==> config.mk <==
export PLATFORM = sky130hd
export DESIGN_NAME = atn_tuner_if
export DESIGN_NICKNAME = d
export VERILOG_FILES = /design/src/hw/atn_sync2.v /design/src/hw/atn_tuner_if.v
export VERILOG_INCLUDE_DIRS = /design/src /design/src/hw
export SDC_FILE = /design/constraint.sdc
export NUM_CORES = 1
export LEC_CHECK = 0
export BUFFER_PORTS_ARGS = -buffer_cell sky130_fd_sc_hd__buf_2
export CELL_PAD_IN_SITES_DETAIL_PLACEMENT = 0
export CELL_PAD_IN_SITES_GLOBAL_PLACEMENT = 2
export CORE_UTILIZATION = 32
export CTS_BUF_LIST = sky130_fd_sc_hd__clkbuf_4
export DETAILED_ROUTE_END_ITERATION = 10
export HOLD_SLACK_MARGIN = 0.02
export PLACE_DENSITY_LB_ADDON = 0.1
export SYNTH_ARGS = -nofsm -noshare
export SYNTH_HDL_FRONTEND = slang
export SYNTH_SLANG_ARGS = --single-unit
export TNS_END_PERCENT = 1
==> constraint.sdc <==
create_clock -name pclk -period 3.3 [get_ports pclk]
set_clock_uncertainty 0.05 [all_clocks]
set_input_delay 0.165 -clock pclk [delete_from_list [all_inputs] [get_ports pclk]]
set_output_delay 0.165 -clock pclk [all_outputs]
set_load 0.05 [all_outputs]
==> src/hw/atn_consts.vh <==
// constants for the antenna tuner interface block
`ifndef ATN_CONSTS_VH
`define ATN_CONSTS_VH
`define ATN_ADDR_CTRL     12'h000
`define ATN_ADDR_CHAN     12'h004
`define ATN_ADDR_FREQ     12'h008
`define ATN_ADDR_STATUS   12'h00C
`define ATN_ADDR_IRQ_STAT 12'h010
`define ATN_ADDR_IRQ_EN   12'h014
`define ATN_ADDR_IRQ_CLR  12'h018
`define ATN_ADDR_SWR      12'h01C
`define ATN_ADDR_POWER    12'h020
`define ATN_CTRL_BANDMODE 0
`define ATN_CTRL_SPECIAL  1
`define ATN_CTRL_SCAN     2
`define ATN_CTRL_TXKEY    3
`define ATN_CTRL_TEST     4
`define ATN_CTRL_TUNE_GO  5
`define ATN_CTRL_RESET    8'h00
`define ATN_FREQ_RESET    16'h0000
`define ATN_CHAN_RESET    8'h00
`define ATN_BAND_B2       16'h07D0
`define ATN_BAND_B3       16'h0BB8
`define ATN_BAND_B4       16'h1388
`define ATN_BAND_B5       16'h1F40
`define ATN_BAND_B6       16'h32C8
`define ATN_BAND_B7       16'h4E20
`define ATN_IRQ_OK        0
`define ATN_IRQ_FAIL      1
`define ATN_IRQ_START     2
`define ATN_IRQ_WIDTH     3
`define ATN_SYNC_STAGES   2
`endif

==> src/hw/atn_sync2.v <==
// two-stage synchroniser for one asynchronous level
`timescale 1ns/100ps
`default_nettype none
module atn_sync2 (
  input  wire pclk,
  input  wire presetn,
  input  wire set_val,
  input  wire din,
  output reg  dout
);
  reg stage1_r;

  always @(posedge pclk or negedge presetn) begin
    if (!presetn) begin
      stage1_r <= 1'b1;
      dout     <= 1'b1;
    end else begin
      stage1_r <= din;
      dout     <= stage1_r;
    end
  end
  wire unused_set = set_val;
endmodule
`default_nettype wire

==> src/hw/atn_tuner_if.v <==
// antenna tuner control port with apb register access
//
// Behaviour
// RL1 - four-bit code: three select bits, one special
// RL2 - channel mode: channel modulo nine, low bits
// RL3 - band mode: frequency thresholds give band 1..7
// RL4 - stay in tune while request line held low
// RL5 - sample result at end; high success, low fail
// RL6 - scan line low in scan mode
// RL7 - transmit key output active high when keyed
// RL8 - tune compares forward and reflected power
// RL9 - tuner inputs pass two-stage synchronisers
// RL10 - code registered, updated only on selection change
//
// Chosen here: the APB slave port and the placing of the registers.
`timescale 1ns/100ps
`default_nettype none
`include "atn_consts.vh"
module atn_tuner_if (
  input  wire        pclk,
  input  wire        presetn,
  input  wire        psel,
  input  wire        penable,
  input  wire        pwrite,
  input  wire [11:0] paddr,
  input  wire [31:0] pwdata,
  output reg  [31:0] prdata,
  output reg         pready,
  output reg         pslverr,
  output reg  [3:0]  antenna_code,
  input  wire        tune_req_in,
  output reg         tune_req_out,
  output reg         tune_req_oe,
  input  wire        tune_result_line,
  output reg         scan_select_n,
  output reg         transmit_key,
  input  wire [7:0]  forward_power_level,
  input  wire [7:0]  reflected_power_level,
  output reg         irq
);
  localparam [3:0] ST_IDLE  = 4'b0001;
  localparam [3:0] ST_START = 4'b0010;
  localparam [3:0] ST_WAIT  = 4'b0100;
  localparam [3:0] ST_DONE  = 4'b1000;

  reg [7:0]  ctrl_r;
  reg [7:0]  chan_r;
  reg [15:0] freq_r;
  reg [2:0]  irq_stat_r;
  reg [2:0]  irq_en_r;
  reg [3:0]  state_r;
  reg        result_r;
  reg        tuned_r;
  reg [7:0]  fwd_r;
  reg [7:0]  refl_r;
  reg        swr_bad_r;
  reg [3:0]  code_nxt;
  reg [3:0]  state_nxt;
  reg [2:0]  ev_set;
  reg [31:0] rd_nxt;
  reg        err_nxt;
  wire       req_sync;
  wire       res_sync;
  wire       setup_ph;
  wire       wr_acc;

  // band number from frequency in kHz
  function [2:0] band_of;
    input [15:0] khz;
    begin
      if (khz < `ATN_BAND_B2)
        band_of = 3'h1; // RL3
      else if (khz < `ATN_BAND_B3)
        band_of = 3'h2;
      else if (khz < `ATN_BAND_B4)
        band_of = 3'h3;
      else if (khz < `ATN_BAND_B5)
        band_of = 3'h4;
      else if (khz < `ATN_BAND_B6)
        band_of = 3'h5;
      else if (khz < `ATN_BAND_B7)
        band_of = 3'h6;
      else
        band_of = 3'h7;
    end
  endfunction

  // channel code repeats every nine channels: 9 gives 0, 10 gives 1
  function [2:0] chan_code;
    input [7:0] chan;
    reg   [7:0] rem;
    begin
      rem       = chan % 8'h09;
      chan_code = rem[2:0]; // RL2
    end
  endfunction

  atn_sync2 u_sync_req ( // RL9
    .pclk    (pclk),
    .presetn (presetn),
    .set_val (1'b1),
    .din     (tune_req_in),
    .dout    (req_sync)
  );

  atn_sync2 u_sync_res ( // RL9
    .pclk    (pclk),
    .presetn (presetn),
    .set_val (1'b1),
    .din     (tune_result_line),
    .dout    (res_sync)
  );

  assign setup_ph = psel & ~penable;
  assign wr_acc   = psel & penable & pwrite;

  always @* begin
    if (ctrl_r[`ATN_CTRL_BANDMODE])
      code_nxt = {ctrl_r[`ATN_CTRL_SPECIAL], band_of(freq_r)};
    else
      code_nxt = {ctrl_r[`ATN_CTRL_SPECIAL], chan_code(chan_r)}; // RL2
  end

  // tune sequence
  always @* begin
    state_nxt = state_r;
    ev_set    = 3'h0;
    case (state_r)
      ST_IDLE: begin
        if (wr_acc && paddr == `ATN_ADDR_CTRL &&
            pwdata[`ATN_CTRL_TUNE_GO]) begin
          state_nxt = ST_START;
          ev_set[`ATN_IRQ_START] = 1'b1;
        end
      end
      ST_START: begin
        if (!req_sync)
          state_nxt = ST_WAIT; // RL4
      end
      ST_WAIT: begin
        if (req_sync)
          state_nxt = ST_DONE; // RL4
      end
      ST_DONE: begin
        state_nxt = ST_IDLE;
        if (res_sync)
          ev_set[`ATN_IRQ_OK] = 1'b1; // RL5
        else
          ev_set[`ATN_IRQ_FAIL] = 1'b1; // RL5
      end
      default: state_nxt = ST_IDLE;
    endcase
  end

  always @* begin
    rd_nxt  = 32'h0000_0000;
    err_nxt = 1'b0;
    if (paddr == `ATN_ADDR_CTRL)
      rd_nxt = {24'h000000, ctrl_r};
    else if (paddr == `ATN_ADDR_CHAN)
      rd_nxt = {24'h000000, chan_r};
    else if (paddr == `ATN_ADDR_FREQ)
      rd_nxt = {16'h0000, freq_r};
    else if (paddr == `ATN_ADDR_STATUS)
      rd_nxt = {24'h000000, state_r, antenna_code[2:0], result_r};
    else if (paddr == `ATN_ADDR_IRQ_STAT)
      rd_nxt = {29'h00000000, irq_stat_r};
    else if (paddr == `ATN_ADDR_IRQ_EN)
      rd_nxt = {29'h00000000, irq_en_r};
    else if (paddr == `ATN_ADDR_IRQ_CLR)
      rd_nxt = 32'h0000_0000;
    else if (paddr == `ATN_ADDR_SWR)
      rd_nxt = {ctrl_r[`ATN_CTRL_TEST] ? {15'h0000, swr_bad_r} : 16'h0000,
                refl_r, fwd_r}; // RL8
    else if (paddr == `ATN_ADDR_POWER)
      rd_nxt = {15'h0000, tuned_r, reflected_power_level,
                forward_power_level};
    else
      err_nxt = 1'b1;
  end

  always @(posedge pclk or negedge presetn) begin
    if (!presetn) begin
      ctrl_r        <= `ATN_CTRL_RESET;
      chan_r        <= `ATN_CHAN_RESET;
      freq_r        <= `ATN_FREQ_RESET;
      irq_stat_r    <= 3'h0;
      irq_en_r      <= 3'h0;
      state_r       <= ST_IDLE;
      result_r      <= 1'b0;
      tuned_r       <= 1'b0;
      fwd_r         <= 8'h00;
      refl_r        <= 8'h00;
      swr_bad_r     <= 1'b0;
      prdata        <= 32'h0000_0000;
      pready        <= 1'b0;
      pslverr       <= 1'b0;
      antenna_code  <= 4'h0;
      tune_req_out  <= 1'b0;
      tune_req_oe   <= 1'b0;
      scan_select_n <= 1'b1;
      transmit_key  <= 1'b0;
      irq           <= 1'b0;
    end else begin
      pready  <= setup_ph;
      pslverr <= setup_ph & err_nxt;
      if (setup_ph)
        prdata <= rd_nxt;
      if (wr_acc) begin
        if (paddr == `ATN_ADDR_CTRL)
          ctrl_r <= {2'b00, 1'b0, pwdata[4:0]};
        else if (paddr == `ATN_ADDR_CHAN)
          chan_r <= pwdata[7:0];
        else if (paddr == `ATN_ADDR_FREQ)
          freq_r <= pwdata[15:0];
        else if (paddr == `ATN_ADDR_IRQ_EN)
          irq_en_r <= pwdata[2:0];
      end
      // set wins over clear
      if (wr_acc && paddr == `ATN_ADDR_IRQ_CLR)
        irq_stat_r <= (irq_stat_r & ~pwdata[2:0]) | ev_set;
      else
        irq_stat_r <= irq_stat_r | ev_set;
      irq <= |((irq_stat_r | ev_set) & irq_en_r);
      state_r <= state_nxt;
      if (state_r == ST_DONE) begin
        result_r <= res_sync; // RL5
        tuned_r  <= 1'b1;
      end
      if (state_r == ST_WAIT) begin
        fwd_r     <= forward_power_level; // RL8
        refl_r    <= reflected_power_level;
        swr_bad_r <= (reflected_power_level >
                      {1'b0, forward_power_level[7:1]}); // RL8
      end
      // drive low briefly to start, then release for tuner to hold
      tune_req_out <= 1'b0;
      tune_req_oe  <= (state_nxt == ST_START); // RL4
      if (code_nxt != antenna_code)
        antenna_code <= code_nxt; // RL10 RL1
      scan_select_n <= ~ctrl_r[`ATN_CTRL_SCAN]; // RL6
      transmit_key  <= ctrl_r[`ATN_CTRL_TXKEY]; // RL7
    end
  end
endmodule
`default_nettype wire

==> results of run 1 <==
## cell type report
class	count	area share [%]
inverter	18	1.06
clock inverter	4	0.450
clock buffer	12	1.41
sequential	89	35.0
timing repair buffer	156	16.8
antenna	1	0.0392
multi-input combinational	363	41.1
tap	211	4.13
## how the worst min path moves through the flow
stage,from,to,depth (start not counted)
2_1_floorplan,presetn,antenna_code[0],0
3_5_place_dp,tune_req_in,u_sync_req.stage1_r,1
5_1_grt,paddr[4],irq_stat_r[2],4
4_1_cts,paddr[3],irq_en_r[2],3
6_report,paddr[5],pslverr,5
3_3_place_gp,tune_result_line,u_sync_res.stage1_r,1
## synthesized netlist by cell type, drive strengths merged, types with 9 or more instances
cell	number
inv	18
nand3	16
a22oi	11
buf	23
clkbuf	18
ha	11
nor2	32
nand2	48
a222oi	9
mux2	44
dfrtp	83
a21oi	14
o21ai	35
## cells by family (layout without fill, tap and decap cells)
group	Yosys count	in the layout	share of synthesized area, %
AOI/OAI and AO/OA	137	137	20.8
xor gates and xnor gates	2	2	0.349
adders and majority gates	12	12	2.96
buffers and inverters	59	190	5.95
DFF	89	89	44.5
muxes	44	44	9.87
other	1	17	0.0747
and+or+nand+nor	152	152	15.5
## what timing repair did
item                                   CTS  global route
hold buffers                            35             0
resized for setup                        2            16
setup endpoints to repair                2             3
endpoints found under the hold margin  115             0
cloned                                   0             0
pin swaps                                1            10
## sequential cells by signal (all words and copies together) (netlist names), 3 cells and up
signal and flops:
freq_r 16, chan_r 8, refl_r 8, irq_en_r 3
antenna_code 4, irq_stat_r 3, prdata 17, state_r 4
ctrl_r 5, fwd_r 8
## metrics by stage
| stage | util (%) | std cells | hold slack, ns |
|---|---|---|---|
| 2_1_floorplan | - | 511 | -0.181 |
| 3_3_place_gp | 38.3 | 802 | 0.220 |
| 3_5_place_dp | 38.3 | 802 | 0.222 |
| 4_1_cts | 41.4 | 853 | 0.0851 |
| 5_1_grt | 41.9 | 854 | 0.119 |
| 6_report | 41.9 | 854 | 0.133 |
## power by group
group          switching [mW]  internal (mW)  leakage, nW
Combinational           0.129         0.0736         1.78
Clock                   0.398          0.182       0.0640
Sequential            0.00355           1.10         1.17
## layout by cell type, fill, tap and decap left out, types with 5 or more instances in the layout
master and count:
nor4_1 5, nor2_1 30, o21a_1 5, dfrtp_1 82, inv_1 18, a21oi_1 13, buf_4 44, a31oi_1 7
ha_1 11, a222oi_1 9, conb_1 16, dlygate4sd3_1 35, nor2b_1 7, a221oi_1 5, dfstp_2 6, buf_2 76
nand2_1 48, nor3_1 5, mux2_2 44, nand3_1 15, o21ai_0 33, a22oi_1 10, clkbuf_4 12
## critical path: stages (launching register included)
cell and delay [ns]:
dfrtp_1 0.42, buf_6 0.15, and4bb_1 0.33, nor2_2 0.07, a31oi_2 0.21, nor2_2 0.06
ha_1 0.18, a22oi_2 0.20, a31oi_1 0.11, a31o_2 0.24, ha_1 0.17, nand2b_1 0.15
or3_4 0.36, a2111o_1 0.39, nand3_2 0.06
## layer usage
metal / vias to the layer above / global-route usage, % / part of all wire (%)
li1: 2098 / - / -
met1: 2120 / 27.6 / 49
met2: 133 / 30.1 / 46
met3: 12 / 2.39 / 4.2
met4: 0 / 6.86 / 1.3
met5: - / 0 / 0
==> impl_summary.txt, run 1 <==
----------------------------------------------------
[Status]
  Run status ... finished clean

[Detailed routing]
  Starting DRT DRC Count ... 361
  Routed WL per cell ... 17.4 um
  Via count ... 4363
  Total wire length after detailed routing ... 14.9 mm
  DRC violations left ... 0
  Remaining antenna violation count after routing ... 0
  Vias per Instance ... 5.11
  Number of detailed-route iterations in the first pass ... 7

[Worst setup path]
  Maximum fanout along the worst path ... 12
  Startpoint class of the critical path ... register
  FF-to-FF End ... antenna_code[1]
  R2R Path Start ... chan_r[2]
  Endpoint of the most critical setup path ... antenna_code[1]
  Register-to-Register Setup Slack ... 0.08 ns
  Logic depth of the worst register-to-register path ... 14
  Required time at the worst-slack endpoint ... 3.65 ns
  Worst Path Class, Setup ... reg2reg
  Critical path startpoint ... chan_r[2]
  Category of the worst setup path capture point ... register
  Crit path arrival time ... 3.57 ns

[STA]
  Actual transition at the worst max-transition pin ... 0.770 ns
  Final setup violation count ... 0
  Final number of hold-violating endpoints ... 0
  Pins Over Slew Limit ... 0
  Period minus WS final ... 3.22 ns
  Fmax ... 310 MHz
  Slew margin rel. ... 48.7%
  Unrepaired setup endpoints after global routing ... true
  Total negative slack for setup checks ... 0 ns
  Fin worst setup slack ... 0.0781 ns
  Ratio of final minimum period to clock period ... 97.6%

[Synth]
  Netlist Area Pre-Place ... 5020 um^2
  Sequential fraction of the synthesis area ... 44.5%
  Unique masters post-synth ... 69
  Share of flip-flops with an asynchronous set or reset after synthesis ... 100%
  Average cell area after synthesis ... 10.1 um^2
  Top_reg_cell synth ... dfrtp_1
  Cells after Synth ... 496
  Yosys synthesis warning count ... 0
  Number of synthesized flops with an enable pin ... 0
  Cell type contributing the most total cell area after synthesis ... dfrtp_1
  FF+latch count, synth ... 89
  Most area-consuming cells after synthesis ... dfrtp_1 (41%), mux2_2 (9.9%), nand2_1 (3.6%)
  Top cell type's share of synthesized area ... 41.4%

[Clock tree]
  Clk sinks ... 89
  Worst skew pair latency ... 0.46 ns
  Clock transition at the registers of the reported paths ... 0.15 ns
  H-Tree Level Count ... 3
  Post-CTS Setup Inserts ... 0
  Clock Tree Root ... clkbuf_4
  Clock tree from TritonCTS ... built
  Number of buffers inserted during clock tree synthesis ... 9
  Clock Tree Buf Depth ... 2

[Floorplanning]
  Initial core utilization ... 32.9%
  I/O pin count ... 110
  Standard-cell row count ... 45
  Core ar. ... 15300 um^2
  Total Die Area ... 16200 um^2
  Chip width ... 127 um
  Die Y ... 127 um

[Run]
  Max Cap Viol ... 0

[Placed design]
  Detailed placer's ending HPWL ... 11.2 mm
  # port buffers ... 77
  Placement Cell Area ... 5840 um^2
  Final weighted congestion in routability-driven placement ... 0.864
  Worst-case setup slack after placement ... -0.0490 ns

[Final layout]
  Count of fill cells added during filler insertion ... 1568
  Fraction of final layout cells with drive strength greater than 1 ... 34.1%
  Multi-input gate area ... 2630 um^2
  Area of all placed cells without fillers ... 6390 um^2
  Area occupied by registers ... 2240 um^2
  Signed area change from the synthesized netlist to the final layout ... 27.2%
  Final nets ... 715

[Power and ir drop]
  Worst VDD drop ... 148 uV
  Tot Pwr ... 1.88 mW
  Ratio of total power to cell area ... 295 nW/um^2
  Leakage power of the design ... 3.01 nW

[Global route]
  Antenna violations before repair ... 1
  Vias in the first global route ... 4267
  Maximum number of pins on one net before global-route repair ... 57
  Total gr overflow ... 0
  Global Route Usage Sum ... 19.3%
  Wire length of the first global-routing pass ... 23.7 mm

[Min path]
  Classification of the worst-slack hold path ... in2reg

----------------------------------------------------
(Power assumes the default switching activity.)
==> run 2: changes to the inputs <==
BUFFER_PORTS_ARGS = default   (was -buffer_cell sky130_fd_sc_hd__buf_2)
CORE_UTILIZATION = 37   (was 32)
DONT_BUFFER_PORTS = 1   (was default)
==> impl_summary.txt, run 2 (synthesis gave the netlist of run 1 again) <==
----------------------------------------------------
[Placed design]
  Placement Cell Area ... 5380 um^2
  # port buffers ... 0
  Total placed cells including tap cells ... 685
  Detailed placer's ending HPWL ... 10.2 mm
  Final weighted congestion in routability-driven placement ... 0.786

[Final layout]
  Signed area change from the synthesized netlist to the final layout ... 22.9%
  Post-Route Utilization ... 46.6%
  Count of fill cells added during filler insertion ... 1325
  Registers with the highest flip-flop counts ... prdata: 17 flops, freq_r: 16 flops
  Top reg by flops ... prdata
  Fraction of final layout cells with drive strength greater than 1 ... 26.3%
  Most common cell after layout, fill and taps aside ... dfrtp_1
  Final cell count without fillers ... 758
  Most used cells in the layout excluding fill and tap cells ... dfrtp_1 (81), buf_4 (50), nand2_1 (48)
  Number of antenna repair diodes ... 0
  Area of all placed cells without fillers ... 6170 um^2
  Max FFs per register ... 17
  Final nets ... 655

[Floorplanning]
  Die Y ... 119 um
  Chip width ... 119 um
  Initial core utilization ... 37.9%
  I/O pin count ... 110
  Core ar. ... 13200 um^2
  Total Die Area ... 14000 um^2
  Standard-cell row count ... 42

[Detailed routing]
  Detailed route wirelength on metal2 ... 6.70 mm
  Total wire length after detailed routing ... 14.4 mm
  Met1 Wirelength ... 6.69 mm
  Routed WL per cell ... 19.0 um
  Remaining antenna violation count after routing ... 0
  Met3 wire length ... 822 um
  Via count ... 4182
  Number of detailed-route iterations in the first pass ... 5
  Starting DRT DRC Count ... 269
  DR top layer ... met4
  Vias per Instance ... 5.52
  DRC violations left ... 0

[STA]
  Unrepaired setup endpoints after global routing ... true
  Pins Over Slew Limit ... 0
  Worst hold margin ... 0.0501 ns
  Actual transition at the worst max-transition pin ... 1.00 ns
  Fmax ... 307 MHz
  Period minus WS final ... 3.26 ns
  Final setup violation count ... 0
  Slew margin rel. ... 32.2%
  Final number of hold-violating endpoints ... 0
  Ratio of final minimum period to clock period ... 98.8%

[Power and ir drop]
  Internal Pwr Total ... 1.32 mW
  Worst VDD drop ... 172 uV
  Clock power share ... 30.4%
  Power dissipated by switching net loads ... 507 uW
  Ratio of total power to cell area ... 297 nW/um^2
  Switching share of total power ... 27.7%
  Leakage power of the design ... 2.77 nW
  Sequential group share of total power ... 60.6%
  Proportion of power drawn by combinational gates ... 9.1%

[Clock tree]
  H-Tree Level Count ... 3
  Clk sinks ... 89
  Clock Tree Root ... clkbuf_4
  Clock transition at the registers of the reported paths ... 0.15 ns
  Worst skew pair latency ... 0.47 ns
  Clock tree from TritonCTS ... built
  Number of buffers inserted during clock tree synthesis ... 9
  Clock Tree Buf Depth ... 2

[Worst setup path]
  Category of the worst setup path capture point ... register
  CP top delay family ... compound AO/OA/AOI/OAI gates
  Crit path arrival time ... 3.58 ns
  Combined buffer and inverter count along the critical path ... 2
  Worst Path Class, Setup ... reg2reg
  Required time at the worst-slack endpoint ... 3.62 ns
  Max stage delay on crit path ... 0.47 ns
  Startpoint class of the critical path ... register
  Maximum fanout along the worst path ... 7
  Cell-by-cell trace of the critical path ... and2b_2, buf_4, a211oi_2, o22ai_2, nor2_2, ha_2, a22oi_2, buf_4, a31o_2, ha_2, nand2b_4, or3_4, a2111oi_4, nor4bb_4
  Slowest stage cell on the critical path ... dfrtp_2

[Global route]
  Global Route Usage Sum ... 21.5%
  Vias in the first global route ... 4189
  Antenna violations before repair ... 0
  Wire length of the first global-routing pass ... 23.1 mm
  Total gr overflow ... 0
  Maximum number of pins on one net before global-route repair ... 90

[Run]
  Max Cap Viol ... 0

[Min path]
  Classification of the worst-slack hold path ... in2reg

[Status]
  Run status ... finished clean

----------------------------------------------------
[run 2: layout make-up]
class | instances | area [um^2] | share of cell area, %
clock buffer | 10 | 75.1 | 1.22
clock inverter | 6 | 43.8 | 0.710
inverter | 18 | 67.6 | 1.09
multi-input combinational | 363 | 2670 | 43.3
sequential | 89 | 2240 | 36.2
tap | 176 | 220 | 3.57
timing repair buffer | 96 | 855 | 13.8
[run 2: tightest hold or removal path, cell delays in order]
cell,delay [ns]
nor2_1,0.03
nand3_1,0.17
nor2_1,0.10
nor2_1,0.08
[run 2: per-stage QoR]
step | setup TNS (ns) | power (mW) | setup slack (ns)
2_1_floorplan | 0 | 1.22 | 0.0140
3_3_place_gp | 0 | 1.22 | 0.0587
3_5_place_dp | -0.00000178 | 1.22 | -0.00000178
4_1_cts | 0 | 1.86 | 0.0162
5_1_grt | -0.157 | 1.92 | -0.0994
6_report | 0 | 1.83 | 0.0408
[run 2: final timing paths]
| check | end | depth (start not counted) | startpoint | slack (ns) |
|---|---|---|---|---|
| max | antenna_code[0] | 14 | chan_r[2] | 0.04 |
| min | pslverr | 4 | paddr[10] | 0.05 |
| max reg2reg | antenna_code[0] | 14 | chan_r[2] | 0.04 |
| min reg2reg | u_sync_res.dout | 0 | u_sync_res.stage1_r | 0.32 |
| max in group asynchronous | u_sync_req.dout | 2 | presetn | 2.58 |
| min in group asynchronous | freq_r[0] | 2 | presetn | 0.27 |
[run 2: what timing repair did]
item | CTS | global route
pin swaps | 0 | 13
hold buffers | 45 | 0
resized for setup | 1 | 23
setup buffers | 0 | 12
setup endpoints to repair | 2 | 3
hold endpoints to repair | 162 | 0
[run 2: power groups by stage]
stage	registers, mW	logic [mW]	clock network (mW)
after floorplan	1.13	0.0928	0
after global placement	1.13	0.0883	0
after detailed placement	1.13	0.0897	0
after CTS	1.11	0.166	0.584
after global routing	1.11	0.181	0.626
final	1.11	0.166	0.556
[run 2: layer usage]
layer  vias to the layer above  track usage, %
li1                       1995               -
met1                      2055            28.6
met2                       123            34.4
met3                         9            5.69
met4                         0            6.01
met5                         -               0
==> run 3: changes to the inputs <==
CTS_BUF_LIST = sky130_fd_sc_hd__clkbuf_2   (was sky130_fd_sc_hd__clkbuf_4)
==> impl_summary.txt, run 3 (synthesis gave the netlist of run 1 again) <==
----------------------------------------------------
[Final layout]
  Max FFs per register ... 17
  Most used cells in the layout excluding fill and tap cells ... dfrtp_1 (81), dlygate4sd3_1 (62), buf_4 (50)
  Most common cell after layout, fill and taps aside ... dfrtp_1
  Fraction of final layout cells with drive strength greater than 1 ... 25.5%
  Top reg by flops ... prdata
  Post-Route Utilization ... 47.8%
  Number of antenna repair diodes ... 0
  Area of all placed cells without fillers ... 6330 um^2
  Final cell count without fillers ... 776
  Final nets ... 673
  Signed area change from the synthesized netlist to the final layout ... 26.0%
  Registers with the highest flip-flop counts ... prdata: 17 flops, freq_r: 16 flops

[Detailed routing]
  Number of detailed-route iterations in the first pass ... 6
  Starting DRT DRC Count ... 264
  Met1 Wirelength ... 6.99 mm
  Via count ... 4267
  DR top layer ... met4
  Detailed route wirelength on metal2 ... 6.79 mm
  Routed WL per cell ... 18.9 um
  Met3 wire length ... 741 um
  DRC violations left ... 0
  Total wire length after detailed routing ... 14.7 mm
  Vias per Instance ... 5.50
  Remaining antenna violation count after routing ... 0

[STA]
  Fin worst setup slack ... 0.0551 ns
  Unrepaired setup endpoints after global routing ... true
  Pins Over Slew Limit ... 0
  Period minus WS final ... 3.24 ns
  Final setup violation count ... 0
  Ratio of final minimum period to clock period ... 98.3%
  Actual transition at the worst max-transition pin ... 0.984 ns
  Fmax ... 308 MHz
  Final number of hold-violating endpoints ... 0
  Slew margin rel. ... 33.5%

[Placed design]
  Final weighted congestion in routability-driven placement ... 0.786
  # port buffers ... 0
  Worst-case setup slack after placement ... -0.00000178 ns
  Detailed placer's ending HPWL ... 10.2 mm
  Total placed cells including tap cells ... 685
  Placement Cell Area ... 5380 um^2

[Floorplanning]
  Chip width ... 119 um
  Die Y ... 119 um
  Initial core utilization ... 37.9%
  Standard-cell row count ... 42
  Total Die Area ... 14000 um^2
  I/O pin count ... 110
  Core ar. ... 13200 um^2

[Power and ir drop]
  Leakage power of the design ... 2.83 nW
  Ratio of total power to cell area ... 283 nW/um^2
  Worst VDD drop ... 170 uV

[Global route]
  Maximum number of pins on one net before global-route repair ... 90
  Total gr overflow ... 0
  Vias in the first global route ... 4283
  Wire length of the first global-routing pass ... 23.5 mm
  Global Route Usage Sum ... 21.9%
  Antenna violations before repair ... 0

[Worst setup path]
  R2R Path Start ... chan_r[2]
  Required time at the worst-slack endpoint ... 3.78 ns
  Max stage delay on crit path ... 0.49 ns
  Worst Path Class, Setup ... reg2reg
  FF-to-FF End ... antenna_code[0]
  Slowest stage cell on the critical path ... dfrtp_2
  Cell-by-cell trace of the critical path ... and2b_2, buf_4, a211oi_2, o22ai_2, nor2_2, ha_2, a22oi_2, buf_4, a31o_2, ha_2, nand2b_4, or3_4, a2111oi_4, nor4bb_4
  Startpoint class of the critical path ... register
  Register-to-Register Setup Slack ... 0.06 ns
  Crit path arrival time ... 3.73 ns
  Logic depth of the worst register-to-register path ... 14
  Category of the worst setup path capture point ... register
  Maximum fanout along the worst path ... 7

[Clock tree]
  H-Tree Level Count ... 3
  Clock Tree Buf Depth ... 2
  Worst skew pair latency ... 0.61 ns
  Clock tree from TritonCTS ... built
  Clk sinks ... 89
  Clock Tree Root ... clkbuf_2
  Clock transition at the registers of the reported paths ... 0.27 ns
  Number of buffers inserted during clock tree synthesis ... 9

[Min path]
  Classification of the worst-slack hold path ... in2reg
  Worst hold endpoint ... prdata[0]
  Startpoint of the worst hold path ... paddr[3]
  Worst Hold Depth ... 5

[Status]
  Run status ... finished clean

[Run]
  Max Cap Viol ... 0

----------------------------------------------------
==> run 3: worst max-delay path, delay by kind of cell (launching register included) <==
kind            cells  cell delay [ns]
compound gates      5             1.04
fa+ha+maj           2             0.36
buf+inv             2             0.29
flops               1             0.49
simple gates        5             0.97
==> run 3: repair_timing <==
item / in CTS / in global routing
setup endpoints to repair: 2 / 3
resized for setup: 1 / 23
hold buffers: 63 / 0
pin swaps: 0 / 13
setup buffers: 0 / 12
endpoints found under the hold margin: 165 / 0
==> run 3: worst max path at each step <==
| stage | start | to | slack (ns) | depth (start not counted) |
|---|---|---|---|---|
| after floorplan | chan_r[2] | antenna_code[0] | 0.01 | 14 |
| final | chan_r[2] | antenna_code[0] | 0.06 | 14 |
| after global routing | chan_r[2] | antenna_code[0] | -0.08 | 13 |
| after global placement | chan_r[2] | antenna_code[0] | 0.06 | 12 |
| after detailed placement | chan_r[2] | antenna_code[0] | -0.000002 | 14 |
| after CTS | chan_r[2] | antenna_code[0] | 0.03 | 13 |
==> run 3: report_power, final <==
part	internal, mW	switching [mW]
clock network	0.106	0.395
logic	0.0665	0.111
registers	1.10	0.0107
total	1.27	0.517
==> run 3: routing by layer <==
metal | up-vias | global-route usage, %
li1 | 2026 | -
met1 | 2111 | 29.2
met2 | 119 | 35.0
met3 | 11 | 5.89
met4 | 0 | 5.85
met5 | - | 0
==> run 3: final cells by class <==
cell class	instances	area [um^2]
well taps	176	220
inverters	18	67.6
clock inverters	6	43.8
multi-input cells	363	2670
fillers	1309	6920
clock buffers	10	50.0
flip-flops and latches	89	2240
repair buffers	114	1030
==> run 3: through the flow <==
step | TNS (ns) | hold WS, ns | total power [mW]
final | 0 | 0.0620 | 1.79
after detailed placement | -0.00000178 | -0.178 | 1.22
after global routing | -0.137 | 0.0722 | 1.87
after floorplan | 0 | -0.181 | 1.22
after CTS | 0 | 0.0295 | 1.82
after global placement | 0 | -0.179 | 1.22
